--- config.mk ---
export PLATFORM = sky130hd
export DESIGN_NAME = rtcat_alarm_trim
export DESIGN_NICKNAME = d
export VERILOG_FILES = /design/src/rtcat_pkg.sv /design/src/rtcat_alarm_trim.sv
export VERILOG_INCLUDE_DIRS = /design/src
export SDC_FILE = /design/constraint.sdc
export NUM_CORES = 1
export LEC_CHECK = 0
export ABC_CLOCK_PERIOD_IN_PS = 2990
export BUFFER_PORTS_ARGS = -buffer_cell sky130_fd_sc_hd__buf_4
export CORE_ASPECT_RATIO = 2
export CORE_MARGIN = 1
export CORE_UTILIZATION = 37
export CTS_BUF_LIST = sky130_fd_sc_hd__clkbuf_16
export CTS_CLUSTER_DIAMETER = 40
export DETAILED_ROUTE_END_ITERATION = 10
export GPL_ROUTABILITY_DRIVEN = 1
export GPL_TIMING_DRIVEN = 0
export PLACE_DENSITY_LB_ADDON = 0.1
export SKIP_CTS_REPAIR_TIMING = 1
export SYNTH_ARGS = -nofsm -noshare
export SYNTH_HDL_FRONTEND = slang
export SYNTH_SLANG_ARGS = --single-unit
--- constraint.sdc ---
create_clock -name clk_in -period 2.99 [get_ports clk_in]
set_input_delay 0.4485 -clock clk_in [delete_from_list [all_inputs] [get_ports clk_in]]
set_output_delay 0.4485 -clock clk_in [all_outputs]
set_load 0.03 [all_outputs]
--- src/rtcat_params.svh ---
// Function
// - largest positive trim code inserts 508 extra pulses each minute
// - trim code one inserts 4 pulses; each step adds four more
// - trim code zero adds or removes no pulses
// - trim code all ones removes 4 pulses each minute
// - most negative trim code removes 512 pulses each minute
// - calibration register reset only by power-on reset
// - run bit write accepted only while write unlock is set
// - read-only status bit cleared on write of low minutes-seconds half
// - alarm config: arm 15, rollover 14, interval 13:10, pointer 9:8, reset zero
// - interval select fires alarm at decoded period, half second to yearly
// - repeat counter counts remaining alarms, decrements per alarm event
`ifndef RTCAT_PARAMS_SVH
`define RTCAT_PARAMS_SVH
`define RTCAT_OFF_CAL 4'h0
`define RTCAT_OFF_ALM 4'h1
`define RTCAT_OFF_MINUTES_SECONDS_VALUE 4'h2
`define RTCAT_OFF_STAT 4'h3
`define RTCAT_OFF_MASK 4'h4
`define RTCAT_CAL_RUN 15
`define RTCAT_CAL_UNLOCK 13
`define RTCAT_CAL_SYNC 12
`define RTCAT_ALM_ARM 15
`define RTCAT_ALM_ROLL 14
`define RTCAT_ALM_INT_HI 13
`define RTCAT_ALM_INT_LO 10
`define RTCAT_ALM_PTR_HI 9
`define RTCAT_ALM_PTR_LO 8
`define RTCAT_PULSE_STEP 10'h004
`define RTCAT_ALM_RESET 16'h0000
`define RTCAT_CAL_RESET 16'h0000
`define RTCAT_ST_ALARM 0
`define RTCAT_ST_TRIM 1
`define RTCAT_BAD_DATA 32'hdead_0000
`endif

--- src/rtcat_pkg.sv ---
package rtcat_pkg;
  typedef struct packed {
    logic [3:0] addr;
    logic read;
    logic write;
    logic [31:0] wdata;
  } rtcat_bus_req_s;
  typedef enum logic [1:0] {
    RTCAT_IDLE = 2'b00,
    RTCAT_ADD = 2'b01,
    RTCAT_DROP = 2'b10
  } rtcat_trim_e;
endpackage
--- src/rtcat_alarm_trim.sv ---
`include "rtcat_params.svh"
module rtcat_alarm_trim
  import rtcat_pkg::*;
#(
  parameter int TICKS_PER_MINUTE = 120,
  parameter int HALF_SEC_TICKS = 1
)
(
  // clock and power-on reset
  input wire logic clk_in,
  input wire logic sys_rst_in,
  // avalon-mm slave
  input wire logic [3:0] avs_address_in,
  input wire logic avs_read_in,
  input wire logic avs_write_in,
  input wire logic [31:0] avs_writedata_in,
  output logic [31:0] avs_readdata_out,
  output logic avs_waitrequest_out,
  // time base: one pulse per half second, plus calendar rollover strobes
  input wire logic half_sec_tick_in,
  input wire logic [9:0] period_hit_in,
  // pulse adjust: request to add or drop one rtc pulse
  output logic pulse_add_out,
  output logic pulse_drop_out,
  output logic alarm_event_out,
  output logic irq_out
);
  import rtcat_pkg::*;

  rtcat_bus_req_s req;
  logic [15:0] cal_ff, nxt_cal;
  logic [15:0] alm_ff, nxt_alm;
  logic [1:0] stat_ff, nxt_stat;
  logic [1:0] mask_ff;
  logic ack_ff;
  logic [31:0] rdata_ff;
  logic [15:0] minute_ff;
  logic [9:0] trim_left_ff;
  rtcat_trim_e trim_st_ff, nxt_trim_st;
  logic [15:0] minutes_seconds_value_ff;

  assign req = '{addr: avs_address_in, read: avs_read_in, write: avs_write_in,
                 wdata: avs_writedata_in};

  // one wait state: answer in the cycle after the request appears
  wire access = (req.read | req.write) & ~ack_ff;
  assign avs_waitrequest_out = (req.read | req.write) & ~ack_ff;
  wire wr = req.write & ack_ff;
  wire wr_cal = wr & (req.addr == `RTCAT_OFF_CAL);
  wire wr_alm = wr & (req.addr == `RTCAT_OFF_ALM);
  wire wr_minutes_seconds_value = wr & (req.addr == `RTCAT_OFF_MINUTES_SECONDS_VALUE);
  wire wr_stat = wr & (req.addr == `RTCAT_OFF_STAT);
  wire wr_mask = wr & (req.addr == `RTCAT_OFF_MASK);

  // trim magnitude: code*4 forward, (-code)*4 backward
  wire signed [7:0] trim_code = cal_ff[7:0];
  wire trim_neg = trim_code[7];
  wire [8:0] trim_mag = trim_neg ? (9'h100 - {1'b0, cal_ff[7:0]}) : {1'b0, cal_ff[7:0]};
  wire [9:0] trim_pulses = {trim_mag[7:0], 2'b00} | (trim_mag[8] ? 10'h200 : 10'h000);
  wire minute_tick = half_sec_tick_in & (minute_ff == 16'(TICKS_PER_MINUTE - 1));

  // interval decode: code selects which period strobe fires
  wire [3:0] int_sel = alm_ff[`RTCAT_ALM_INT_HI:`RTCAT_ALM_INT_LO];
  wire int_valid = (int_sel <= 4'h9);
  wire interval_hit = int_valid & period_hit_in[int_sel];
  wire alarm_fire = alm_ff[`RTCAT_ALM_ARM] & half_sec_tick_in & interval_hit;
  wire [7:0] rpt = alm_ff[7:0];
  wire roll = alm_ff[`RTCAT_ALM_ROLL];

  // register next values
  always_comb
  begin
    nxt_cal = cal_ff;
    if (wr_cal)
    begin
      nxt_cal[7:0] = req.wdata[7:0];
      nxt_cal[`RTCAT_CAL_UNLOCK] = req.wdata[`RTCAT_CAL_UNLOCK];
      if (cal_ff[`RTCAT_CAL_UNLOCK])
        nxt_cal[`RTCAT_CAL_RUN] = req.wdata[`RTCAT_CAL_RUN];
    end
    if (half_sec_tick_in)
      nxt_cal[`RTCAT_CAL_SYNC] = 1'b1;
    if (wr_minutes_seconds_value)
      nxt_cal[`RTCAT_CAL_SYNC] = 1'b0;
  end

  always_comb
  begin
    nxt_alm = alm_ff;
    if (wr_alm)
      nxt_alm = req.wdata[15:0];
    else if (alarm_fire)
    begin
      if (rpt != 8'h00)
        nxt_alm[7:0] = rpt - 8'h01;
      else if (roll)
        nxt_alm[7:0] = 8'hff;
      if (rpt == 8'h00 && !roll)
        nxt_alm[`RTCAT_ALM_ARM] = 1'b0;
    end
  end

  // status sticky: hardware set beats software clear
  always_comb
  begin
    nxt_stat = stat_ff;
    if (wr_stat)
      nxt_stat = stat_ff & ~req.wdata[1:0];
    if (alarm_fire)
      nxt_stat[`RTCAT_ST_ALARM] = 1'b1;
    if (minute_tick && trim_pulses != 10'h000)
      nxt_stat[`RTCAT_ST_TRIM] = 1'b1;
  end

  always_comb
  begin
    nxt_trim_st = trim_st_ff;
    if (minute_tick && cal_ff[`RTCAT_CAL_RUN])
    begin
      if (trim_pulses == 10'h000)
        nxt_trim_st = RTCAT_IDLE;
      else
        nxt_trim_st = trim_neg ? RTCAT_DROP : RTCAT_ADD;
    end
    else
    begin
      case (trim_st_ff)
        RTCAT_ADD, RTCAT_DROP:
          if (trim_left_ff == 10'h001)
            nxt_trim_st = RTCAT_IDLE;
        default:
          nxt_trim_st = RTCAT_IDLE;
      endcase
    end
  end

  // the only reset here is power-on, so cal is cleared by it alone
  always_ff @(posedge clk_in)
  begin
    if (sys_rst_in)
    begin
      cal_ff <= `RTCAT_CAL_RESET;
      alm_ff <= `RTCAT_ALM_RESET;
      stat_ff <= 2'b00;
      mask_ff <= 2'b00;
      ack_ff <= 1'b0;
      rdata_ff <= 32'h0000_0000;
      minute_ff <= 16'h0000;
      trim_st_ff <= RTCAT_IDLE;
      trim_left_ff <= 10'h000;
      minutes_seconds_value_ff <= 16'h0000;
    end
    else
    begin
      cal_ff <= nxt_cal;
      alm_ff <= nxt_alm;
      stat_ff <= nxt_stat;
      ack_ff <= access;
      trim_st_ff <= nxt_trim_st;
      if (wr_mask)
        mask_ff <= req.wdata[1:0];
      if (wr_minutes_seconds_value)
        minutes_seconds_value_ff <= req.wdata[15:0];
      if (half_sec_tick_in)
        minute_ff <= minute_tick ? 16'h0000 : minute_ff + 16'h0001;
      if (minute_tick && cal_ff[`RTCAT_CAL_RUN])
        trim_left_ff <= trim_pulses;
      else if (trim_st_ff != RTCAT_IDLE)
        trim_left_ff <= trim_left_ff - 10'h001;
      if (access && req.read)
      begin
        case (req.addr)
          `RTCAT_OFF_CAL: rdata_ff <= {16'h0000, cal_ff};
          `RTCAT_OFF_ALM: rdata_ff <= {16'h0000, alm_ff};
          `RTCAT_OFF_MINUTES_SECONDS_VALUE: rdata_ff <= {16'h0000, minutes_seconds_value_ff};
          `RTCAT_OFF_STAT: rdata_ff <= {30'h0, stat_ff};
          `RTCAT_OFF_MASK: rdata_ff <= {30'h0, mask_ff};
          default: rdata_ff <= `RTCAT_BAD_DATA;
        endcase
      end
    end
  end

  assign avs_readdata_out = rdata_ff;
  assign pulse_add_out = (trim_st_ff == RTCAT_ADD);
  assign pulse_drop_out = (trim_st_ff == RTCAT_DROP);
  assign alarm_event_out = alarm_fire;
  assign irq_out = |(stat_ff & mask_ff);

  // one pulse per cycle for trim_pulses cycles after a minute boundary
  int unsigned burst_cnt;
  always_ff @(posedge clk_in)
  begin
    if (sys_rst_in || (minute_tick && cal_ff[`RTCAT_CAL_RUN]))
      burst_cnt <= 0;
    else if (pulse_add_out || pulse_drop_out)
      burst_cnt <= burst_cnt + 1;
  end
endmodule

Word-level counts from Yosys, hierarchy flattened
Index checks and enable logic that the tools add are counted.

Register bits: 108. Bits in latches: 0. RAM bits: 0. Bits in read-only memories: 0. Input bits: 51. Output and inout bits: 37. Word-level logic and storage cells: 93. Memories: 0.

$add $sub $neg: 4. $mul: 0. Divide/modulo/power cells: 0. $lt $le $gt $ge: 2. Equality and inequality tests: 9. Shifts and indexed selects: 0. Muxes and demuxes: 23. Bitwise logic cells: 17. Reductions and logical operators: 23.

Operator list (number): one-hot mux 32 bit (5 select lines) (1); two-way mux 8 bit (4); two-way mux 10 bit (3); adder 16 x 1 -> 16 bit, second input constant (1); == test 16 x 7 -> 1 bit, second input constant (1); two-way mux 16 bit (1); two-way mux 2 bit (6); nonzero test 2 bit (6); AND 1 bit (11); == test 10 x 1 -> 1 bit, second input constant (1); logical NOT 10 bit (1); bitwise OR 10 bit (1); nonzero test 10 bit (1); subtractor 10 x 1 -> 10 bit, second input constant (1); two-way mux 9 bit (1); subtractor 9 x 8 -> 9 bit, first input constant (1); == test 4 x 2 -> 1 bit, second input constant (2); logical NOT 8 bit (1); nonzero test 8 bit (1); subtractor 8 x 1 -> 8 bit, second input constant (1); two-way mux 1 bit (6); AND reduction 2 bit (3); OR reduction 2 bit (3); < comparator 4 x 5 -> 1 bit, second input constant (1); 15 further kinds (19).

Logic depth before layout (Yosys ltp)
Gate-level depths: netlist (run 1).

Word-level depth: 7. Mapped depth: 9. Mapped depth without buffers: 7.

Worst setup path before layout (run 1)
Ideal clock, no wire load.

Kind: flip-flop to flip-flop. Start: register alm_ff[2]. End: register alm_ff[3]. Arrival time: 2.104 ns. Path slack: 0.770 ns. Cell stages (with the launch flop): 8. Path buffers: 2. Period minus slack after synthesis: 2.220 ns. Cells stage by stage: dfxtp_1 > or4_1 > buf_2 > or4_4 > a41oi_4 > buf_6 > o21bai_1 > o211a_1.

Word-level cells in the longest chain between the ends: 4.

Ends and longest elaborated chain: start, declared (line rtcat_alarm_trim.sv:32) `logic [15:0] alm_ff, nxt_alm;`; start signal, assigned (line rtcat_alarm_trim.sv:143) `` alm_ff <= `RTCAT_ALM_RESET; ``; start signal, assigned (line rtcat_alarm_trim.sv:156) `alm_ff <= nxt_alm;`; subtractor 8 x 1 -> 8 bit or nonzero test 8 bit (tied branches) (line rtcat_alarm_trim.sv:95, rtcat_alarm_trim.sv:94); two-way mux 8 bit (line rtcat_alarm_trim.sv:94) `if (rpt != 8'h00)`; two-way mux 8 bit (line rtcat_alarm_trim.sv:92) `else if (alarm_fire)`; two-way mux 8 bit (line rtcat_alarm_trim.sv:90) `if (wr_alm)`.

Several ways; a longest one is shown, not always the timed one. The select of a mux whose other input is x is not followed. A chain may end at the register's enable or synchronous reset.

Final worst setup path (run 1)
Start: register alm_ff[11]. End: output port alarm_event_out.

Word-level cells in the longest chain between the ends: 4.

Ends and longest elaborated chain: binary-select mux 1 bit (select 4 bit) (line rtcat_alarm_trim.sv:65) `wire interval_hit = int_valid & period_hit_in[int_sel];`; two-way mux 1 bit (not written as such) (line rtcat_alarm_trim.sv:65); AND 1 bit * (line rtcat_alarm_trim.sv:65); AND 1 bit * (line rtcat_alarm_trim.sv:66) `` wire alarm_fire = alm_ff[`RTCAT_ALM_ARM] & half_sec_tick_in & interval_hit; ``; end, declared (line rtcat_alarm_trim.sv:25) `output logic alarm_event_out,`.

Mark *: on every way between the ends. The rest lies on a longest branch, timed or not. The select of a mux whose other input is x is not followed.

==> results of run 1 <==
[power groups by stage]
| stage | Clock [mW] | Sequential [mW] | Combinational (mW) |
|---|---|---|---|
| finish | 1.13 | 1.26 | 0.241 |
| CTS | 1.15 | 1.26 | 0.241 |
| global placement | 0 | 1.29 | 0.239 |
| detailed placement | 0 | 1.29 | 0.241 |
| global route | 1.20 | 1.26 | 0.259 |
| floorplan | 0 | 1.29 | 0.140 |
[metal layers]
| layer | routed length (um) | share of wire (%) |
|---|---|---|
| met5 | 0 | 0 |
| met4 | 358 | 2.7 |
| met3 | 415 | 3.1 |
| met2 | 6900 | 52 |
| met1 | 5600 | 42 |
[path summary, 6_finish.rpt]
kind / slack (ns) / endpoint / from
setup reg to reg: 0.55 / trim_st_ff[0] / cal_ff[0]
hold / removal: 0.36 / minutes_seconds_value_ff[11] / avs_writedata_in[11]
setup / recovery: 0.37 / alarm_event_out / alm_ff[11]
hold reg to reg: 0.46 / minutes_seconds_value_ff[0] / minutes_seconds_value_ff[0]
[stage by stage]
step	instances	util [%]	hold WS [ns]	power, mW	cell area [sq um]
after floorplan	590	-	0.433	1.43	4790
after global placement	802	43.4	0.443	1.52	5450
after detailed placement	802	43.4	0.448	1.53	5450
after CTS	818	45.7	0.348	2.65	5740
after global routing	818	45.7	0.364	2.72	5740
final	818	45.7	0.358	2.63	5740
[registers in the layout, summed over array words and instances, names as in the netlist]
| signal | count |
|---|---|
| minute_ff | 16 |
| trim_left_ff | 10 |
| avs_readdata_out | 17 |
| mask_ff | 2 |
| cal_ff | 11 |
| minutes_seconds_value_ff | 16 |
| stat_ff | 2 |
| alm_ff | 16 |
| trim_st_ff | 2 |
| ack_ff | 1 |
[worst max-delay path: cells and delay by family (launching register included)]
family                 cells  cell delay, ns
DFF                        1            0.31
AOI/OAI and AO/OA          1            0.34
muxes                      1            0.38
and+or+nand+nor            1            0.16
buffers and inverters      3            0.65
[cell type report]
| cell class | count | area (sq um) |
|---|---|---|
| plain buffers | 55 | 273 |
| clock buffers | 9 | 225 |
| clock inverters | 7 | 66.3 |
| fillers | 1309 | 6820 |
| inverters | 14 | 52.6 |
| multi-input cells | 428 | 2610 |
| flip-flops and latches | 93 | 1860 |
| well taps | 150 | 188 |
| repair buffers | 62 | 465 |
[cells in the final DEF (no fill, tap or decap), types with 5 or more instances in the layout]
cell                        instances
sky130_fd_sc_hd__dfxtp_1           93
sky130_fd_sc_hd__nand2_1           87
sky130_fd_sc_hd__buf_4             77
sky130_fd_sc_hd__nor2_1            60
sky130_fd_sc_hd__a21oi_1           40
sky130_fd_sc_hd__clkbuf_1          34
sky130_fd_sc_hd__nand3_1           21
sky130_fd_sc_hd__mux2i_1           19
sky130_fd_sc_hd__nor3_1            18
sky130_fd_sc_hd__xor2_1            16
sky130_fd_sc_hd__o21ai_0           15
sky130_fd_sc_hd__a22oi_1           15
sky130_fd_sc_hd__inv_1             14
sky130_fd_sc_hd__xnor2_1           14
sky130_fd_sc_hd__a211oi_1           9
sky130_fd_sc_hd__ha_1               9
sky130_fd_sc_hd__clkbuf_16          9
sky130_fd_sc_hd__nand2b_1           8
sky130_fd_sc_hd__nand4_1            8
sky130_fd_sc_hd__or3_1              6
sky130_fd_sc_hd__a22o_1             6
sky130_fd_sc_hd__and3_1             5
sky130_fd_sc_hd__o41ai_1            5
sky130_fd_sc_hd__nor4_1             5
sky130_fd_sc_hd__conb_1             5
[cell families (layout without fill, tap and decap cells)]
| kind of cell | after synthesis | after routing | synth area share, % |
|---|---|---|---|
| DFF | 93 | 93 | 39.0 |
| AOI/OAI and AO/OA | 118 | 118 | 17.2 |
| buffers and inverters | 69 | 147 | 6.81 |
| and+or+nand+nor | 244 | 244 | 24.2 |
| adders and majority gates | 9 | 9 | 2.36 |
| xor gates and xnor gates | 30 | 30 | 5.50 |
| other | 1 | 5 | 0.0785 |
| muxes | 22 | 22 | 4.92 |
==> impl.org, run 1 <==
** STA
- Headroom to the max-slew limit came out at 50.2%.
- Share of the clock period used by the worst path :: 87.6%
- Final total negative setup slack :: 0 ns
- The worst path needs 2.62 ns of the cycle, external delays included.
- For the pin with the worst max-slew slack, the measured transition is 0.747 ns.
- Unrepaired setup endpoints after global routing :: false
- Final WS setup :: 0.369 ns
- Derived from the worst setup path, the maximum achievable clock frequency is 382 MHz.
- The final number of hold-violating endpoints was 0.
- On the final layout, the worst clock skew is 0.00687 ns.
- Total setup violations reported at the end of the flow :: 0
- The final number of max-transition violations is 0.

** Finish
- Synth-to-Final Area Change :: 20.1%
- Ant. Diodes :: 0
- The post-route netlist has 16.8% of its cells at a drive strength greater than 1.
- Post-layout nets :: 723

** Placement
- Placer congestion estimate :: 0.826
- Detailed placement HPWL :: 10,200 um
- Before CTS, the worst setup slack after placement is 0.194 ns.
- Port buffering added 62 buffers.

** Power and ir drop
- Leakage dissipation :: 2.17 nW
- The clock network burns 43.0% of the power.
- Gate power share :: 9.2%
- Switching power total :: 0.700 mW
- Cell internal power dissipation :: 1.93 mW
- Worst-case vdd ir drop :: 0.366 mV
- Power spread over the standard cell area amounts to 458 nW/um^2.
- Of the total power, the share spent switching nets is 26.6%.
- Sequential fraction of design power :: 47.8%

** Synthesis
- Synthesis instantiated 61 different standard cells from the library.
- The most common cell in the synthesized netlist is sky130_fd_sc_hd__dfxtp_1.
- Library cell occupying the most area in the post-synthesis netlist :: sky130_fd_sc_hd__dfxtp_1
- In the synthesized netlist the dominant register cell turns out to be sky130_fd_sc_hd__dfxtp_1.
- Synth area leaders :: sky130_fd_sc_hd__dfxtp_1, sky130_fd_sc_hd__nand2_1, sky130_fd_sc_hd__nor2_1
- Post-synth EDFFs :: 0
- In this run the cell area of the synthesized design comes to 4780 sq um.
- Post-synthesis async set-or-reset flop share :: 0%
- Averaged over all synthesized cells, the footprint is 8.15 sq um.
- Proportion of synthesized chip area in sequential cells :: 39.0%
- The synthesized design contains 93 register bits.
- The commonest cells after synthesis are sky130_fd_sc_hd__dfxtp_1, sky130_fd_sc_hd__nand2_1, sky130_fd_sc_hd__nor2_1.
- Summed over its instances, the top area cell type makes up 39.0% of the synthesized netlist area.
- Yosys printed 0 warnings.
- Synthesis handed over a netlist of 586 instances.

** Setup path
- The slowest stage of the critical path is the sky130_fd_sc_hd__mux2_2 cell.
- Critical path cell sequence :: clkbuf_1 > mux2_2 > o32a_1 > nand3_1 > inv_1 > buf_4
- Required time of the critical path :: 2.54 ns
- Number of cells traversed by the worst register-to-register path :: 7
- In this run the worst path has a maximum fanout of 7.
- Critical path launch point type :: register
- The worst setup path is captured at a primary output.
- Category of the critical setup timing path :: reg2out
- CP max stage delay :: 0.38 ns
- STA puts the critical path data arrival time at 2.17 ns.

** Global route
- The first global-routing pass estimated 21,100 um of wire.
- The layer flagged by global routing as most heavily used is met2.
- Aggregate global routing overflow :: 0
- For met1 alone, demand over resource in global routing was 24.8%.
- Global Route Usage Sum :: 21.0%
- Grt met3 use :: 2.69%
- Antenna violations before repair :: 0
- The number of global-route vias before repair was 4,226.
- Largest net degree at the start of global routing :: 19
- Met2 GRT Util :: 36.9%

** Route
- DRC marker count from the first detailed-route iteration :: 274
- Antenna Nets Post-Route :: 0
- Avg Vias per Cell :: 5.33
- In the routed design, unresolved DRC markers number 0.
- Average wire length per cell after detail routing :: 16.2 um
- The first TritonRoute pass finished after 4 iterations.
- Summing over every cut layer, the via total after detailed routing is 4,361.
- Wire length reported by the detailed router :: 13,300 um

** Hold path
- Counting instances, the worst hold path has a depth of 3.
- The path class of the tightest hold or removal check is in2reg.

** Clock network
- CTS H-tree lvls :: 3
- Clock latency on the worst-skew pair :: 0.35 ns
- TritonCTS built the clock tree.
- Clock Root Buffer :: sky130_fd_sc_hd__clkbuf_16
- CTS sink count :: 93
- The clock passes through at most 2 buffers.
- Post-CTS clock slew at the launch and capture registers of the worst setup and hold paths :: 0.07 ns
- TritonCTS created 9 clock buffers.

** Floorplan
- Starting Density :: 38.1%
- Count of standard-cell rows :: 58
- The floorplan step defined a core boundary enclosing 12,600 sq um.
- Total die area :: 13,400 sq um
- In this run the vertical extent of the chip is 163 um.
- In this run the horizontal extent of the chip is 82.4 um.
- Number of placed I/O pins :: 88

** Job
- The tool flagged a number of max-cap violations equal to 0.

** Run status
- The flow ran to the end, and the final reports show no timing, DRC or antenna violations.
Power figures use the tool's default switching activity.
==> inputs of run 2 (changes only) <==
ABC_AREA = 1   (was not set)
==> impl.org, run 2 <==
** Run status
- The flow ran to the end, but the final reports show violations.
- The checks that failed: design-rule violations.

** STA
- Counting I/O delays and the setup requirement, the final critical path takes 2.14 ns.
- The final number of hold-violating endpoints was 0.
- After layout, the worst setup slack is 0.852 ns.
- Worst Tran Pin Value :: 0.658 ns
- Final total negative setup slack :: 0 ns
- F_max :: 468 MHz
- Max Slew Vio Count :: 0
- Total setup violations reported at the end of the flow :: 0
- Unrepaired setup endpoints after global routing :: false
- Across the routed clock network, the largest skew measured is 0.00688 ns.
- In this run the tightest slew margin relative to its limit is 56.1%.
- Dividing the final minimum period by the clock period gives 71.5%.

** Global route
- The number of global-route vias before repair is 5,108.
- Aggregate global routing overflow :: 0
- Global Route Usage Sum :: 22.2%
- Global-route wire length before repair :: 24,400 um
- Entering global routing, the biggest net connects 17 pins.
- Antenna violations before repair :: 0

** Setup path
- Required time of the critical path :: 2.54 ns
- The slowest stage of the critical path belongs to the cell sky130_fd_sc_hd__dfxtp_1.
- Critical path cell sequence :: inv_1 > nand3_1 > nand3_1 > nand2_1 > nor2_2 > nand2_1 > inv_1 > buf_4
- On the worst path, the slowest cell contributes a delay of 0.34 ns.
- Buf/Inv on CP :: 3
- Arrival time of data at the critical path endpoint :: 1.69 ns
- Top cell family by delay on the critical path :: simple AND/OR/NAND/NOR gates
- The worst setup path is captured at a primary output.
- Critical path launch point type :: register
- Category of the critical setup timing path :: reg2out
- Along the worst path, the maximum fanout reaches 5.

** Finish
- Final Core Density :: 45.4%
- The register with the most flip-flops in the layout has 17 of them.
- After filler insertion, the fill cell instance count of the layout stands at 1,431.
- Most common cell after layout, fill and taps aside :: sky130_fd_sc_hd__nand2_1
- Final Non-Filler Cells :: 991
- The multi-input combinational cells in the finished layout cover a total of 2540 sq um.
- 0 antenna diodes ended up in the layout.
- Fraction of final layout cells with drive strength greater than 1 :: 15.9%
- Most frequent cells in the layout :: sky130_fd_sc_hd__nand2_1, sky130_fd_sc_hd__inv_1, sky130_fd_sc_hd__dfxtp_1
- Summing all non-filler instances in the final layout gives an area of 6070 sq um.
- For this run, the post-layout net count is 891.
- Relative to the synthesized area, the layout overhead comes to 20.4%.
- Flip-flop and latch area :: 1860 sq um

** Synthesis
- The largest total area in the synthesized netlist belongs to sky130_fd_sc_hd__dfxtp_1.
- Synth area leaders :: sky130_fd_sc_hd__dfxtp_1, sky130_fd_sc_hd__nand2_1, sky130_fd_sc_hd__a21oi_1
- Proportion of synthesized chip area in sequential cells :: 36.9%
- By count the netlist is led by sky130_fd_sc_hd__nand2_1, sky130_fd_sc_hd__inv_1, sky130_fd_sc_hd__dfxtp_1.
- Synthesized area per cell :: 6.72 sq um
- After synthesis, the share of flip-flops with an asynchronous set or reset is 0%.
- Post-synth design cell area :: 5040 sq um
- After synthesis the netlist holds a flip-flop and latch count of 93.
- Fraction of post-synthesis cell area in the top cell type by area :: 36.9%
- The synthesized netlist contains 39 unique library cells.
- In this run, synthesis inferred 0 flip-flops with an integrated enable.
- Most numerous cell in the Yosys netlist :: sky130_fd_sc_hd__nand2_1
- Yosys warning total :: 0
- The most used flip-flop cell after synthesis is sky130_fd_sc_hd__dfxtp_1.
- The cell count after synthesis came out at 750.

** Placement
- Worst slack at placement :: 0.878 ns
- Placed Cells incl. Taps :: 975
- Once placement finished, the instance area stood at 5740 sq um.
- Detailed placement HPWL :: 12,100 um
- Buffers placed on the I/O ports in this run total 66.
- Placer congestion estimate :: 0.880

** Power and ir drop
- Switching power share of the total :: 24.8%
- Of the total power, registers draw 45.4%.
- The worst-case IR drop observed on VDD is 0.295 mV.
- Dividing total power by cell area gives a power density of 457 nW/um^2.
- Summed over all nets, the switching power comes to 0.687 mW.
- Combinational cells account for 9.2% of the total power.
- The clock network accounts for 45.3% of the total power.
- The internal portion of the total power is 2.08 mW.
- Leakage dissipation :: 2.73 nW

** Clock network
- Deepest clock path buffer count :: 2
- The clock reaches the later pin of the worst-skew pair after 0.35 ns.
- Post-CTS clock slew at the launch and capture registers of the worst setup and hold paths :: 0.07 ns
- CTS H-tree lvls :: 3
- Clock Root Buffer :: sky130_fd_sc_hd__clkbuf_16
- TritonCTS built the clock tree.
- Clock buffers created by TritonCTS :: 9
- Clock tree synthesis found a total of 93 sinks.

** Route
- The final layout contains routed wiring with a total length of 15,200 um.
- Average wire length per cell after detail routing :: 15.4 um
- For this run, design rule violations remaining after detail routing come to 4.
- Total iterations of the first detailed-routing run :: 8
- In this run, the number of DRC markers left after iteration 0 of detailed routing was 204.
- The routed layout has 5,079 vias.
- Once detail routing completed, the nets flagged for antenna violations numbered 0.
- In the routed layout, each cell is associated on average with a via count of 5.13.

** Floorplan
- In this run the standard cell core region covers 13,400 sq um.
- Chip Height :: 167 um
- The initial utilization of the core area, before any placement, comes to 37.7%.
- Count of standard-cell rows :: 60
- The die is 84.5 um wide.
- 88 I/O pins were placed.
- Total die area :: 14,100 sq um

** Job
- Total of max-cap violations :: 0

** Hold path
- The path class of the tightest hold or removal check is in2reg.
run 2: power by group through the flow:
stage          logic, mW  clock network (mW)  registers [mW]
2_1_floorplan      0.146                   0            1.29
3_5_place_dp       0.255                   0            1.29
5_1_grt            0.277                1.33            1.26
6_report           0.255                1.26            1.26
4_1_cts            0.257                1.28            1.26
3_3_place_gp       0.253                   0            1.29
run 2: kinds of logic (layout without fill, tap and decap cells):
group	Yosys count	count (layout)	share of synthesized area [%]
AO/OA/AOI/OAI	159	159	16.7
XOR/XNOR	9	9	1.56
adder cells (fa/ha/maj)	9	9	2.23
buffers and inverters	147	229	12.9
flip-flops	93	93	36.9
other	1	5	0.0744
AND/OR/NAND/NOR	332	332	29.6
run 2: through the flow:
step	power, mW	hold WS, ns
after floorplan	1.43	0.426
after global placement	1.54	0.441
after detailed placement	1.54	0.445
after CTS	2.80	0.382
after global routing	2.86	0.418
final	2.77	0.392
run 2: area by class of cell:
type                    count  share of cell area, %
well taps                 155                   3.20
clock buffers               9                   3.71
repair buffers             66                   8.17
multi-input cells         514                   41.9
inverters                 106                   6.56
plain buffers              41                   4.15
flip-flops and latches     93                   30.7
clock inverters             7                   1.59
run 2: path summary, 6_finish.rpt:
| path | start | endpoint | slack (ns) | depth (start not counted) |
|---|---|---|---|---|
| worst max register to register | ack_ff | avs_readdata_out[2] | 1.16 | 5 |
| worst max-delay path | alm_ff[11] | alarm_event_out | 0.85 | 8 |
| worst min register to register | ack_ff | ack_ff | 0.45 | 1 |
| worst min-delay path | avs_writedata_in[13] | cal_ff[13] | 0.39 | 3 |
run 2: routing by layer:
metal | wire length [um] | part of all wire, % | vias to the layer above | global-route usage [%]
li1 | - | - | 2581 | -
met2 | 8600 | 57 | 100 | 44.4
met3 | 434 | 2.9 | 28 | 3.12
met5 | 0 | 0 | - | 0
met4 | 493 | 3.2 | 0 | 9.58
met1 | 5690 | 37 | 2370 | 21.7
run 2: worst min-delay path: cells and delay by family:
family                 cells  cell delay (ns)
buffers and inverters      1             0.10
and+or+nand+nor            2             0.14
==> inputs of run 3 (changes only) <==
ABC_AREA = 0   (was 1)
ABC_CLOCK_PERIOD_IN_PS = 1900   (was 2990)
clock period = 1.9 ns   (was 2.99 ns; I/O delays follow)
==> impl.org, run 3 (same netlist as run 1, synthesis figures left out) <==
** Global route
- The number of antenna violations at the first check in global routing came to 0.
- Global Route Usage Sum :: 21.6%
- Largest net degree at the start of global routing :: 19
- The number of global-route vias before repair was 4,257.
- Aggregate global routing overflow :: 0
- The first global-routing pass estimated 21,400 um of wire.

** Clock network
- Clock buffers created by TritonCTS :: 9
- CTS built an H-tree with a depth of 3.
- Clock Root Buffer :: sky130_fd_sc_hd__clkbuf_16
- In this run the deepest clock path goes through 2 buffers.
- Post-CTS clock slew at the launch and capture registers of the worst setup and hold paths :: 0.08 ns
- CTS sink count :: 93
- TritonCTS built the clock tree.
- Clock latency on the worst-skew pair :: 0.36 ns

** Setup path
- Required time of the critical path :: 2.16 ns
- Critical path launch point type :: register
- The critical path goes through or4_4 > buf_6 > or4_4 > a41oi_4 > buf_4 > nor4_4 > a2111oi_4.
- STA classifies the critical path endpoint as a register.
- Category of the critical setup timing path :: reg2reg
- CP most frequent cell :: sky130_fd_sc_hd__or4_4
- Largest fanout on the critical path :: 5
- Slowest stage cell on the critical path :: sky130_fd_sc_hd__or4_4
- At the worst endpoint, the arrival time is 2.50 ns.
- CP max stage delay :: 0.53 ns

** STA
- Total setup violations reported at the end of the flow :: 10
- Derived from the worst setup path, the maximum achievable clock frequency is 446 MHz.
- Setup repair after global routing could not meet its margin everywhere.
- Setup total negative slack on the finished layout was measured at -2.21 ns.
- The worst pin sits at a relative slew slack of 49.9%.
- Dividing the final minimum period by the clock period gives 118%.
- For the finished layout, the period the worst path requires is 2.24 ns.
- Worst Tran Pin Value :: 0.752 ns
- Final hold violation count :: 0
- Final WS setup :: -0.343 ns
- The final number of max-transition violations came to 0.
- For the final database, setup skew stands at 0.00983 ns.

** Hold path
- Path class of the lowest-slack min-delay path :: in2reg

** Finish
- Fraction of final layout cells with drive strength greater than 1 :: 28.6%
- Leaving out fill and tap cells, the most frequent cells in the layout are sky130_fd_sc_hd__buf_4, sky130_fd_sc_hd__nand2_1, sky130_fd_sc_hd__dfxtp_1.
- At the end of the flow the core is filled with cells to 49.8%.
- The repair_antennas step left the layout with diodes totalling 0.
- Synth-to-Final Area Change :: 30.8%
- # fillers :: 1,253
- The library cell used most frequently in the layout, excluding fill and tap cells, is sky130_fd_sc_hd__buf_4.
- At the end of the flow, the number of nets in the layout was 737.
- Flip-flop count of the largest register after layout :: 17

** Floorplan
- Chip Height :: 163 um
- Core outline area :: 12,600 sq um
- Die outline width :: 82.4 um
- Total die area :: 13,400 sq um
- During I/O placement, the number of pins put on the boundary was 88.
- Starting Density :: 38.1%
- Row generation in the floorplan step produced 58 rows.

** Route
- Summed over all layers, the routed wires come to 14,300 um.
- The first detailed-routing pass took 5 iterations.
- Avg Vias per Cell :: 5.50
- Overall via count from detail_route :: 4,578
- DRC violations left :: 0
- Once detail routing completed, the nets flagged for antenna violations numbered 0.
- DRC marker count from the first detailed-route iteration :: 319
- Dividing the detail-routed wire length by the instance count gives 17.2 um.

** Power and ir drop
- Total power :: 4.32 mW
- Leakage dissipation :: 2.38 nW
- Switching power total :: 1.13 mW
- The internal power of the cells totals 3.18 mW.
- Net switching is 26.2% of the power.
- Combinational logic burns 9.6% of the power.
- Worst-case vdd ir drop :: 0.487 mV
- Clock share of power :: 44.6%
- Power per standard cell area :: 691 nW/um^2
- Sequential fraction of design power :: 45.8%

** Run status
- Violated checks :: negative setup slack
- The flow ran to the end, but the final reports show violations.

** Placement
- The congestion estimate from routability-driven global placement came to 0.852.
- Number of input and output port buffers inserted :: 62
- Detailed placement HPWL :: 10,700 um

** Job
- Max-cap violations in this run came to 0.
==> run 3: changes by cell type in the layout (fill, tap and decap cells not counted), moves of 19 or more <==
cell,change
sky130_fd_sc_hd__a21oi_1,-39
sky130_fd_sc_hd__nand2_1,-65
sky130_fd_sc_hd__inv_1,-93
sky130_fd_sc_hd__o21ai_0,-42
sky130_fd_sc_hd__nor2_1,-21
sky130_fd_sc_hd__mux2i_1,+19
sky130_fd_sc_hd__nand3_1,-39
==> run 3: power by group through the flow <==
stage          clock network, mW  registers, mW  logic, mW
2_1_floorplan                  0           2.02      0.222
3_3_place_gp                   0           2.02      0.379
3_5_place_dp                   0           2.02      0.380
4_1_cts                     1.96           1.98      0.381
5_1_grt                     2.04           1.98      0.442
6_report                    1.93           1.98      0.413
==> run 3: metrics by stage <==
stage | area (sq um) | worst slack [ns] | hold slack (ns) | instances
finish | 6250 | -0.343 | 0.180 | 832
global route | 6250 | -0.370 | 0.181 | 832
CTS | 5770 | -0.479 | 0.173 | 818
detailed placement | 5460 | -0.632 | 0.447 | 802
global placement | 5460 | -0.590 | 0.442 | 802
floorplan | 4810 | -0.173 | 0.415 | 590
==> run 3: layout make-up <==
type / instances / area, sq um / share of cell area [%]
multi-input cells: 428 / 2880 / 46.1
plain buffers: 49 / 297 / 4.75
repair buffers: 82 / 631 / 10.1
well taps: 150 / 188 / 3.00
clock buffers: 9 / 225 / 3.60
inverters: 14 / 57.6 / 0.921
flip-flops and latches: 93 / 1880 / 30.2
clock inverters: 7 / 87.6 / 1.40
==> run 3: path summary, 6_finish.rpt <==
kind                            cells after the start                     endpoint                         from  slack, ns
worst min register to register                      2  minutes_seconds_value_ff[5]  minutes_seconds_value_ff[5]       0.46
worst max register to register                      7                    alm_ff[0]                    alm_ff[5]      -0.34
worst max-delay path                                7                    alm_ff[0]                    alm_ff[5]      -0.34
worst min-delay path                                3                    alm_ff[8]          avs_writedata_in[8]       0.18
==> run 3: layer usage <==
layer | part of all wire, % | vias to the layer above | global-route usage (%) | routed length, um
li1 | - | 2233 | - | -
met1 | 38 | 2196 | 23.3 | 5460
met2 | 56 | 128 | 40.6 | 8030
met3 | 4.0 | 21 | 3.14 | 575
met4 | 2.0 | 0 | 7.58 | 280
met5 | 0 | - | 0 | 0
==> run 3: worst max-delay path, delay by kind of cell, from the launching register on <==
family | cells | cell delay [ns]
buffers and inverters | 2 | 0.32
and+or+nand+nor | 3 | 1.04
AOI/OAI and AO/OA | 2 | 0.45
DFF | 1 | 0.35
